<file path="config.mk">
export PLATFORM = sky130hd
export DESIGN_NAME = srm_row_mux
export DESIGN_NICKNAME = d
export VERILOG_FILES = /design/src/logic/srm_pkg.sv /design/src/logic/srm_row_mux.sv /design/src/logic/srm_shifter.sv
export SDC_FILE = /design/constraint.sdc
export NUM_CORES = 1
export LEC_CHECK = 0
export BUFFER_PORTS_ARGS = -buffer_cell sky130_fd_sc_hd__buf_2
export CAP_MARGIN = 20
export CORE_ASPECT_RATIO = 0.6
export CORE_MARGIN = 4
export CORE_UTILIZATION = 31
export DETAILED_ROUTE_END_ITERATION = 8
export GPL_TIMING_DRIVEN = 0
export PLACE_DENSITY = 0.57
export SYNTH_ARGS = -nofsm -noshare
export SYNTH_HDL_FRONTEND = slang
export SYNTH_SLANG_ARGS = --single-unit
</file>
<file path="constraint.sdc">
create_clock -name clock -period 2.7 [get_ports clock]
set_input_delay 0 -clock clock [delete_from_list [all_inputs] [get_ports clock]]
set_output_delay 0 -clock clock [all_outputs]
set_load 0.02 [all_outputs]
</file>
<file path="src/logic/srm_pkg.sv">
// Constants shared by the synchronous DRAM row address multiplexer
// Summary of operation
// [RULE1] Four-bit selector, bits 6..3, resets to zero
// [RULE2] Shift differs between plain and synchronous DRAM
// [RULE3] Code 0100: row starts at A9 on A1
// [RULE4] Code 0101: row starts at A10 on A1
// [RULE5] Code 0111: row starts at A9 on A1
// [RULE6] Code 1101: row starts at A10 on A1
// [RULE7] Code 1110: row starts at A11 on A1
// [RULE8] Software avoids 1110 on 32-bit bus
// [RULE9] Software avoids 0111 on 16-bit bus
// [RULE10] Software never writes reserved codes for synchronous DRAM
// [RULE11] Software never programs code 0110
// [RULE12] Higher lines follow higher bits without gaps
package srm_pkg;

    // ==========================================================
    // Field layout
    localparam int unsigned SRM_SEL_MSB   = 6;
    localparam int unsigned SRM_SEL_LSB   = 3;
    localparam int unsigned SRM_SEL_W     = 4;
    localparam logic [3:0]  SRM_SEL_RESET = 4'h0;

    // ==========================================================
    // Address widths
    localparam int unsigned SRM_IADDR_W   = 26;
    localparam int unsigned SRM_XADDR_W   = 15;
    localparam int unsigned SRM_ROW_W     = 13;
    localparam logic [4:0]  SRM_ROW_BASE  = 5'h01;

    // ==========================================================
    // Selector codes
    localparam logic [3:0] SRM_SEL_1MX16  = 4'h4;
    localparam logic [3:0] SRM_SEL_2MX16  = 4'h5;
    localparam logic [3:0] SRM_SEL_NOSET  = 4'h6;
    localparam logic [3:0] SRM_SEL_512KX32 = 4'h7;
    localparam logic [3:0] SRM_SEL_4MX16  = 4'hd;
    localparam logic [3:0] SRM_SEL_8MX16  = 4'he;

    // Internal bit that lands on external A1 for each start point
    localparam logic [4:0] SRM_START_A9   = 5'h09;
    localparam logic [4:0] SRM_START_A10  = 5'h0a;
    localparam logic [4:0] SRM_START_A11  = 5'h0b;

    // Plain DRAM shift: one bit less than synchronous for the same code
    localparam logic [4:0] SRM_DRAM_ADJ   = 5'h01;

    typedef enum logic [1:0] {
        SRM_BUS_8  = 2'b00,
        SRM_BUS_16 = 2'b01,
        SRM_BUS_32 = 2'b10
    } srm_bus_t;

endpackage

</file>
<file path="src/logic/srm_row_mux.sv">
// Row address multiplexer of the synchronous DRAM controller
module srm_row_mux
    import srm_pkg::*;
(
    input  wire logic                   clock,
    input  wire logic                   rst_b,
    input  wire logic                   cfg_we,
    input  wire logic [7:0]             cfg_wdata,
    input  wire logic                   sdram_mode,
    input  wire logic [1:0]             bus_width,
    input  wire logic                   row_phase,
    input  wire logic [SRM_IADDR_W-1:0] int_addr,
    output logic      [SRM_SEL_W-1:0]   row_shift_select,
    output logic                        sel_invalid,
    output logic      [SRM_XADDR_W-1:0] ext_addr
);

    // ==========================================================
    // Selector register
    logic [SRM_SEL_W-1:0] sel_q;

    always_ff @(posedge clock or negedge rst_b) begin
        if (!rst_b) begin
            sel_q <= SRM_SEL_RESET; // RULE1
        end else if (cfg_we) begin
            sel_q <= cfg_wdata[SRM_SEL_MSB:SRM_SEL_LSB]; // RULE1
        end
    end

    assign row_shift_select = sel_q;

    // ==========================================================
    // Start bit decode
    logic [4:0] sync_start;
    logic       sync_ok;
    logic [4:0] start_bit;

    // Each legal code names the internal bit that lands on line A1
    always_comb begin
        sync_ok    = 1'b1;
        sync_start = SRM_START_A9;
        case (sel_q)
            SRM_SEL_1MX16: begin
                sync_start = SRM_START_A9; // RULE3
            end
            SRM_SEL_2MX16: begin
                sync_start = SRM_START_A10; // RULE4
            end
            SRM_SEL_512KX32: begin
                sync_start = SRM_START_A9; // RULE5
            end
            SRM_SEL_4MX16: begin
                sync_start = SRM_START_A10; // RULE6
            end
            SRM_SEL_8MX16: begin
                sync_start = SRM_START_A11; // RULE7
            end
            default: begin
                // Illegal codes keep the A9 start so the pins stay defined
                sync_ok = 1'b0;
            end
        endcase
    end

    // ==========================================================
    // Interface dependent shift
    logic [4:0] plain_start;

    // Plain DRAM places the row one bit lower for the same code
    assign plain_start = sync_start - SRM_DRAM_ADJ; // RULE2
    assign start_bit   = sdram_mode ? sync_start : plain_start; // RULE2

    // ==========================================================
    // Misuse causes
    // Each cause is kept apart so a waveform shows which limit was broken
    logic code_reserved;
    logic code_noset;
    logic wide_conflict;
    logic narrow_conflict;

    always_comb begin
        code_reserved = 1'b0;
        code_noset    = 1'b0;
        if (!sync_ok) begin
            if (sel_q == SRM_SEL_NOSET) begin
                code_noset = 1'b1; // RULE11
            end else begin
                code_reserved = 1'b1; // RULE10
            end
        end
    end

    always_comb begin
        wide_conflict   = 1'b0;
        narrow_conflict = 1'b0;
        if (sel_q == SRM_SEL_8MX16 && bus_width == SRM_BUS_32) begin
            wide_conflict = 1'b1; // RULE8
        end
        if (sel_q == SRM_SEL_512KX32 && bus_width == SRM_BUS_16) begin
            narrow_conflict = 1'b1; // RULE9
        end
    end

    // ==========================================================
    // Misuse flag; software is expected never to cause it
    logic bad_d;
    logic bad_q;

    // The codes only bind the synchronous interface, so plain DRAM never
    // raises the flag; the flag is a warning, the pins are not blocked
    always_comb begin
        bad_d = 1'b0;
        if (sdram_mode) begin
            bad_d = code_reserved | code_noset | wide_conflict | narrow_conflict;
        end
    end

    always_ff @(posedge clock or negedge rst_b) begin
        if (!rst_b) begin
            bad_q <= 1'b0;
        end else begin
            bad_q <= bad_d;
        end
    end

    assign sel_invalid = bad_q;

    // ==========================================================
    // Row slice selection
    logic [SRM_XADDR_W-1:0] row_addr;

    srm_shifter u_shift (
        .int_addr  (int_addr),
        .start_bit (start_bit),
        .row_addr  (row_addr)
    );

    // ==========================================================
    // Address pins
    logic [SRM_XADDR_W-1:0] ext_addr_q;

    // Registered so the pins change only on clock edges; outside the row
    // phase the low address bits pass straight through
    always_ff @(posedge clock or negedge rst_b) begin
        if (!rst_b) begin
            ext_addr_q <= '0;
        end else if (row_phase) begin
            ext_addr_q <= row_addr; // RULE12
        end else begin
            ext_addr_q <= int_addr[SRM_XADDR_W-1:0];
        end
    end

    assign ext_addr = ext_addr_q;

endmodule

</file>
<file path="src/logic/srm_shifter.sv">
// Barrel selector that places the row address slice onto the external lines
module srm_shifter
    import srm_pkg::*;
(
    input  wire logic [SRM_IADDR_W-1:0] int_addr,
    input  wire logic [4:0]             start_bit,
    output logic      [SRM_XADDR_W-1:0] row_addr
);

    // ==========================================================
    // Per-line selection
    genvar g;
    generate
        for (g = 0; g < SRM_XADDR_W; g++) begin : g_line
            if (g < int'(SRM_ROW_BASE) || g >= int'(SRM_ROW_BASE) + int'(SRM_ROW_W)) begin : g_idle
                // Lines outside the row slice carry nothing during the row phase
                assign row_addr[g] = 1'b0;
            end else begin : g_row
                logic [5:0] src;
                assign src = 6'(start_bit) + 6'(g) - 6'(SRM_ROW_BASE);
                // Consecutive lines take consecutive bits, no gaps
                assign row_addr[g] = (src < 6'(SRM_IADDR_W)) ? int_addr[src[4:0]] : 1'b0; // RULE12
            end
        end
    endgenerate

endmodule

</file>
# == After elaboration in Yosys (flattened, before gate mapping) ==
# Cells that the tools add are included.
# word_totals
register_bits,20
inputBits,41
out_inout_bits,20
wordCells,121
# op_classes
n_addsub,27
order_cmp,26
eq_ne,8
n_mux,50
bitwise,3
n_reduce_logical,4
# op_table
op,n
$lt A5 B6 Y1 const B,13
$lt A6 B5 Y1 const B,13
$sub A6 B1 Y6 const B,13
$bmux W1 S5,13
$add A5 B4 Y6 const B,6
$mux W1,34
$add A5 B3 Y6 const B,4
$eq A4 B3 Y1 const B,4
$mux W15,1
$add A5 B2 Y6 const B,2
$eq A4 B4 Y1 const B,2
$add A5 B1 Y6 const B,1
$mux W5,1
$reduce_or A5 Y1,1
$sub A5 B1 Y5 const B,1
$pmux W2 S2,1
$or A1 B1 Y1,3
$eq A2 B1 Y1 const B,1
$eq A2 B2 Y1 const B,1
$logic_and A1 B1 Y1,2
$reduce_or A2 Y1,1

# == Logic depth before layout (Yosys ltp) ==
# Gate-level depths: netlist (run 1).
# depth
ltp_word,11
mapped_depth,11
mapped_depth_nobuf,9

# == Modules after synthesis ==
# Synthesis (run 1) repeated with hierarchy kept, for this count alone.
# unflattened
hier_cells,288
hier_area_um2,3138.0
# modules_own_cells
mod,n_inst,cells_each,area_each_um2,seq_area_each_um2
srm_shifter,1,232,2302.2,0.0
srm_row_mux,1,56,835.8,500.5

# == Worst setup path before layout (run 1) ==
# No wires, ideal clock.
# synth_timing
path_kind,register to register
start,reg sel_q[0] (netlist: row_shift_select[0])
end,reg ext_addr_q[7] (netlist: ext_addr[7])
setup_time_ns,0.090
arrival_time_ns,2.516
required_ns,2.610
slack_ns,0.094
path_stages_with_launch,11
path_buffers,2
period_less_slack_ns,2.606
cell_sequence,dfrtp_1 -> buf_2 -> nand4b_1 -> and2_1 -> buf_1 -> ha_1 -> inv_1 -> or3_1 -> a211oi_1 -> a221oi_1 -> o221ai_1
# synth_via
elab_chain_cells,11
word_cells_on_any_way,14
classes_between,add/sub: 3; order compare: 1; eq/ne: 3; mux: 6; reduce/logical: 1
# synth_lines
element,line_no,source
"start, declared",srm_row_mux.sv:20,logic [SRM_SEL_W-1:0] sel_q;
"start signal, assigned",srm_row_mux.sv:26,sel_q <= cfg_wdata[SRM_SEL_MSB:SRM_SEL_LSB];
$eq A4 B4 Y1 / $eq A4 B3 Y1 (equally long branches),srm_row_mux.sv:42,case (sel_q)
$reduce_or A2 Y1 (no line),n/a,
$pmux W2 S2 (*),srm_row_mux.sv:42,
$sub A5 B1 Y5,srm_row_mux.sv:70,assign plain_start = sync_start - SRM_DRAM_ADJ;
$mux W5 (*),srm_row_mux.sv:71,assign start_bit = sdram_mode ? sync_start : plain_start;
$add A5 B3 Y6 (*),srm_shifter.sv:20,assign src = 6'(start_bit) + 6'(g) - 6'(SRM_ROW_BASE);
$sub A6 B1 Y6 (*),srm_shifter.sv:20,
$bmux W1 S5,srm_shifter.sv:22,assign row_addr[g] = (src < 6'(SRM_IADDR_W)) ? int_addr[src[4:0]] : 1'b0;
$mux W1 (not written as such),srm_shifter.sv:22,
$mux W1 (*),srm_shifter.sv:22,
$mux W15 (*),srm_row_mux.sv:147,end else if (row_phase) begin
"end signal, assigned",srm_row_mux.sv:148,ext_addr_q <= row_addr;
"end signal, assigned",srm_row_mux.sv:150,ext_addr_q <= int_addr[SRM_XADDR_W-1:0];
"end, declared",srm_row_mux.sv:140,logic [SRM_XADDR_W-1:0] ext_addr_q;
# Every way passes the cells marked *; elsewhere a longest branch is shown, timed or not. The select of a mux whose other input is x is not followed.
# A chain may end at the register's enable or synchronous reset.

# == Worst setup path after layout (run 1) ==
# layout_timing
start,reg sel_q[1] (netlist: row_shift_select[1])
end,reg ext_addr_q[7] (netlist: ext_addr[7])
# The elaborated chain is that of the path after synthesis.

==> results.md, run 1 <==
* Status: complete, no violations
* Io pins at 61
* Tcrit/Tclk final at 93.8%
* Die Wd at 108 microns
* Total number of vias at 1833
* Share of the synthesized area in the top cell type at 27.1%
* Via density at 5.04
* Synth Warn # at 0
* Tot GR Track Use at 15.9%
* Flop2flop setup slack at 0.17 ns
* Global-route wire length before repair at 8890 microns
* Iteration count of the initial detailed-routing pass at 5
* Residual DRC at 0
* Latest clock arrival within the worst-skew pair at 0.27 ns
* ANT cells at 0
* Min-Delay Path Depth at 2
* R2r worst-path depth at 10
* GRT overflow at 0
* Synth Cell Area at 0.00185 sq mm
* Final worst slack at 0.168 ns
* Initial antenna violation count at 0
* Fin. max-slew vios at 0
* Routed Antenna Nets at 0
* PortBufs at 54
* Worst hold-check path type: primary input to register
* Num CTS Buffers at 3
* Max Freq at 395 MHz
* Slew @ Worst Pin at 0.603 ns
* EDFF count, synth at 0
* Post-synth cell types at 50
* Initial detailed-routing violation count at 96
* Area grow syn2layout at 34.4%
* Worst setup SP type: register
* Core area at 0.00568 sq mm
* CTS root buf: clkbuf_8
* Largest net degree at the start of global routing at 21
* Max-cap violations at 0
* Max Buffers Root-to-Sink at 2
* Initial Util at 32.5%
* Max IR drop VDD at 189 uV
* Worst Setup End Kind: register
* Synth area leaders: dfrtp_1 27%, mux2i_1 11%, mux2_2 7.3%
* CP arrival at 2.72 ns
* Dpl ws at -0.228 ns
* Die height at 67.8 microns
* Row cnt at 21
* Setup violators final at 0
* Total wire length at 5660 microns
* Power Dens Cells at 468 mW/mm^2
* Vias in the first global route at 1670
* RSZ-0062 raised after global routing: false
* CP Data Required Time at 2.88 ns
* TNS Setup at 0 ns
* Cells after Synth at 208
* Syn avg cell area at 8.88 sq um
* CTS tree: yes
* Drt wl/cell at 15.5 microns
* HPWL Detailed at 4400 microns
* Ys flop type: dfrtp_1
* Clk pin slew, worst setup/hold paths at 0.08 ns
* Register bit total from synthesis at 20
* Max FO, Critical Path at 12
* Layout cell share with drive strength beyond 1 at 34.2%
* Worst clock skew at 0.00706 ns
* Yosys top cell by area: dfrtp_1
* Fin nets at 332
* Leakage power at 1.14 nW
* Worst Path Class, Setup: register to register
* Post-synth ARST share at 100%
* Worst slew margin at 59.6%
* RePlAce Congestion at 0.875
* Endpoints failing hold at 0
* CTS HTree Levels at 1
* Die ar. at 0.00730 sq mm
* Post-synthesis sequential area ratio at 27.1%
* Final Critical Period at 2.53 ns
* CTS sink cnt at 20
-- flip-flops by register name (all words and copies together), names as in the netlist --
name and flops:
row_shift_select 4, ext_addr 15, sel_invalid 1
-- per-layer routing --
| metal | vias up | global-route usage, % | share of wire [%] |
|---|---|---|---|
| met5 | - | 0 | 0 |
| met4 | 0 | 3.31 | 0.78 |
| met3 | 4 | 2.58 | 8.3 |
| met2 | 68 | 23.8 | 42 |
| met1 | 860 | 24.0 | 49 |
| li1 | 901 | - | - |
-- through the flow --
stage / utilization (%) / instances / instance area, sq um / power (mW) / hold slack (ns)
global placement: 39.3 / 346 / 2230 / 0.807 / -0.0175
detailed placement: 39.3 / 346 / 2230 / 0.809 / -0.0197
global route: 43.7 / 364 / 2480 / 1.24 / 0.00289
finish: 43.7 / 364 / 2480 / 1.16 / 0.00720
CTS: 42.4 / 358 / 2400 / 1.14 / 0.00243
floorplan: - / 212 / 1860 / 0.668 / -0.296
-- Yosys cell counts (2+ instances only) --
| cell | number |
|---|---|
| o211ai_1 | 2 |
| nor2_1 | 8 |
| mux2i_1 | 21 |
| o22ai_1 | 2 |
| nand4b_1 | 2 |
| nand2b_1 | 10 |
| and2_1 | 2 |
| a221oi_1 | 2 |
| mux2_2 | 12 |
| mux2_1 | 2 |
| clkbuf_1 | 5 |
| ha_1 | 6 |
| o22a_1 | 2 |
| buf_2 | 3 |
| mux4_2 | 2 |
| o21ai_0 | 14 |
| nand3b_1 | 2 |
| nand2_1 | 25 |
| conb_1 | 2 |
| nor3_1 | 7 |
| nand3_1 | 3 |
| a21oi_1 | 15 |
| nor4_1 | 4 |
| o221ai_1 | 3 |
| inv_1 | 6 |
| nor2b_1 | 3 |
| dfrtp_1 | 20 |
-- area by class of cell --
cell class / count / area, sq um
fill: 582 / 3190
multi-input combinational: 172 / 1290
sequential: 20 / 500
timing repair buffer: 68 / 395
tap: 80 / 100
buffer: 12 / 88.8
clock buffer: 3 / 41.3
inverter: 8 / 33.8
clock inverter: 1 / 30.0
-- power breakdown --
group	leakage (nW)	switching (mW)	total, mW	internal, mW
combinational	0.867	0.284	0.510	0.226
clock	0.0357	0.107	0.305	0.198
sequential	0.239	0.0118	0.346	0.335
total	1.14	0.403	1.16	0.759
-- layout by cell type, fill, tap and decap left out, types with 6 or more instances in the layout --
master and instances:
buf_2 55, nand2_1 25, mux2i_1 21, dfrtp_1 20, a21oi_1 15, o21ai_0 14, mux2_2 12, nand2b_1 10
buf_4 8, nor2_1 8, dlygate4sd3_1 8, nor3_1 7, conb_1 6
-- critical path, cell delays in order (launching register included) --
cell	delay [ns]
dfrtp_1	0.38
clkbuf_4	0.18
nand4b_1	0.24
and2_4	0.21
buf_6	0.15
ha_4	0.31
clkinvlp_4	0.11
or3_4	0.39
a211oi_2	0.23
a221oi_2	0.06
o221ai_1	0.19
-- what timing repair did --
action | 4_1_cts | 5_1_grt
hold buffers | 8 | 0
gates cloned | 0 | 0
endpoints found under the setup margin | 3 | 2
hold endpoints to repair | 27 | 0
gates resized for setup | 4 | 11
pin swaps | 0 | 4
buffers inserted | 0 | 6
-- kinds of logic (layout without fill, tap and decap cells) --
kind of cell | after synthesis | in the layout | share of synthesized area (%)
AO/OA/AOI/OAI | 48 | 48 | 16.3
XOR/XNOR | 3 | 3 | 2.85
AND/OR/NAND/NOR | 71 | 71 | 19.7
buffers and inverters | 20 | 92 | 5.76
adder cells (fa/ha/maj) | 6 | 6 | 4.06
flip-flops | 20 | 20 | 27.1
other | 2 | 6 | 0.407
multiplexers | 38 | 38 | 23.8
-- final timing paths --
kind,start,to
worst max-delay path,row_shift_select[1]$_DFFE_PN0P_,ext_addr[7]$_DFF_PN0_
worst min-delay path,int_addr[0],ext_addr[0]$_DFF_PN0_
worst max register to register,row_shift_select[1]$_DFFE_PN0P_,ext_addr[7]$_DFF_PN0_
worst min register to register,row_shift_select[2]$_DFFE_PN0P_,row_shift_select[2]$_DFFE_PN0P_
max in group asynchronous,rst_b,ext_addr[5]$_DFF_PN0_
min in group asynchronous,rst_b,row_shift_select[2]$_DFFE_PN0P_
Note: power is estimated with default switching activity, not from simulation.
==> run 2, diff against run 1 <==
Settings changed: CORE_UTILIZATION 31 to 40, PLACE_DENSITY 0.57 to 0.7.
Clock period 2.7 ns to 2.9 ns, I/O delays scaled along.
==> results.md, run 2 (synthesis gave the netlist of run 1 again) <==
* Status: complete, no violations
* Worst Setup End Kind: register
* Fin nets at 326 (-1.8%)
* Iteration count of the initial detailed-routing pass at 4 (-1)
* Total wire length at 5340 microns (-5.6%)
* Residual DRC at 0 (unchanged)
* Crit path top cell by count: buf_2
* Crit-path max cell delay at 0.40 ns (about the same)
* Initial detailed-routing violation count at 94 (-2.1%)
* Tcrit/Tclk final at 90.7% (-3.1 points)
* Die ar. at 0.00580 sq mm (-20%)
* Total number of vias at 1822 (-0.60%)
* Vias in the first global route at 1612 (-3.5%)
* HPWL Detailed at 4240 microns (-3.7%)
* Worst hold-check path type: primary input to register
* Max Buffers Root-to-Sink at 2 (unchanged)
* Slew @ Worst Pin at 0.609 ns (+0.00662 ns)
* Worst Path Class, Setup: register to register
* Initial antenna violation count at 0 (unchanged)
* RSZ-0062 raised after global routing: false
* Max-cap violations at 0 (unchanged)
* Endpoints failing hold at 0 (unchanged)
* Clk pin slew, worst setup/hold paths at 0.08 ns (about the same)
* TNS Setup at 0 ns (unchanged)
* Crit-path cells: buf_2 -> nand4b_1 -> and2_1 -> buf_2 -> ha_4 -> inv_1 -> or3_1 -> a211oi_1 -> a221oi_1 -> o221ai_1
* WP buf/inv at 3 (unchanged)
* CTS root buf: clkbuf_8
* Area of the multi-input gates at 0.00127 sq mm (-1.5%)
* Power Dens Cells at 444 mW/mm^2 (-5.3%)
* Via density at 5.39 (+7.0%)
* Fin. max-slew vios at 0 (unchanged)
* Max Freq at 380 MHz (-3.7%)
* Post-CTS Setup Inserts at 0 (unchanged)
* Most common cell after layout, fill and taps aside: buf_2
* Max IR drop VDD at 244 uV (+29%)
* GRT overflow at 0 (unchanged)
* Tot GR Track Use at 19.0% (+3.1 points)
* RePlAce Congestion at 0.888 (+1.5%)
* Worst setup SP type: register
* Worst slew margin at 59.2% (-0.44 points)
* Setup violators final at 0 (unchanged)
* Die height at 60.6 microns (-11%)
* ANT cells at 0 (unchanged)
* Latest clock arrival within the worst-skew pair at 0.27 ns (about the same)
* Initial Util at 43.2% (+11 points)
* CTS tree: yes
* Largest register FFs at 15 (unchanged)
* CP Data Required Time at 3.09 ns (+0.21 ns)
* Area grow syn2layout at 28.8%
* Worst path slowest cell: dfrtp_1
* Worst path top cell family by delay: simple AND/OR/NAND/NOR gates
* CTS sink cnt at 20 (unchanged)
* Io pins at 61 (unchanged)
* Die Wd at 95.7 microns (-11%)
* Worst clock skew at 0.00661 ns (-0.000450 ns)
* Final Critical Period at 2.63 ns (+0.0971 ns)
* Fillers at 407 (-30%)
* Num CTS Buffers at 3 (unchanged)
* Fin util at 55.6% (+12 points)
* Area of all sequential standard cells at 500 sq um (unchanged)
* Global-route wire length before repair at 8400 microns (-5.5%)
* Routed Antenna Nets at 0 (unchanged)
* Leakage power at 1.11 nW (-3.0%)
* CP arrival at 2.82 ns (+0.10 ns)
* Largest net degree at the start of global routing at 21 (unchanged)
* Core area at 0.00428 sq mm (-25%)
* Row cnt at 18 (-14%)
* Max FO, Critical Path at 12 (unchanged)
* Layout cell share with drive strength beyond 1 at 30.9% (-3.2 points)
* Drt wl/cell at 15.8 microns (+1.7%)
* CTS HTree Levels at 1 (unchanged)
* PortBufs at 54 (unchanged)
* Commonest cells after routing, fill and taps aside: 58 x buf_2, 25 x nand2_1, 21 x mux2i_1
==> run 2: cell types whose count changed in the layout (fill, tap and decap cells not counted), sizes merged <==
cell and delta:
buf -5, clkbuf -1, clkinvlp -1, inv +1
==> run 2: final timing paths <==
kind	start	to	slack, ns	cells past startpoint
setup / recovery	row_shift_select[0]$_DFFE_PN0P_	ext_addr[7]$_DFF_PN0_	0.27	10
hold / removal	int_addr[5]	ext_addr[5]$_DFF_PN0_	0.02	2
setup reg to reg	row_shift_select[0]$_DFFE_PN0P_	ext_addr[7]$_DFF_PN0_	0.27	10
hold reg to reg	row_shift_select[2]$_DFFE_PN0P_	row_shift_select[2]$_DFFE_PN0P_	0.67	2
max in group asynchronous	rst_b	ext_addr[5]$_DFF_PN0_	2.37	2
min in group asynchronous	rst_b	sel_invalid$_DFF_PN0_	0.21	2
==> run 2: stage by stage <==
stage               area (sq um)  hold WS [ns]  instances  setup slack, ns  power, mW
floorplan                   1860        -0.296        212            0.294      0.622
global placement            2210       -0.0277        326          -0.0450      0.745
detailed placement          2210       -0.0216        326          -0.0264      0.749
CTS                         2360        0.0109        338           0.0972       1.05
global route                2380        0.0231        338          0.00793       1.11
finish                      2380        0.0155        338            0.270       1.05
==> run 2: what timing repair did <==
item | in CTS | in global routing
endpoints found under the hold margin | 27 | 0
endpoints found under the setup margin | 2 | 2
resized for setup | 1 | 3
hold buffers | 8 | 0
==> run 2: per-layer routing <==
| layer | track usage [%] | routed length, microns | vias up |
|---|---|---|---|
| met5 | 0 | 0 | - |
| met4 | 3.04 | 34 | 0 |
| met3 | 3.97 | 561 | 5 |
| met2 | 26.3 | 2160 | 81 |
| met1 | 30.4 | 2580 | 849 |
| li1 | - | - | 887 |
==> run 2: cell type report <==
cell class | instances | share of cell area, %
Buffer | 12 | 3.26
Clock buffer | 3 | 1.74
Multi-Input combinational cell | 172 | 53.6
Clock inverter | 1 | 1.26
Sequential cell | 20 | 21.0
Inverter | 8 | 1.26
Tap cell | 60 | 3.16
Timing Repair Buffer | 62 | 14.7
==> run 2: report_power, final <==
part | leakage [nW] | total, mW | switching [mW] | internal [mW]
logic | 0.833 | 0.442 | 0.253 | 0.190
registers | 0.239 | 0.323 | 0.0112 | 0.312
clock network | 0.0357 | 0.290 | 0.105 | 0.185
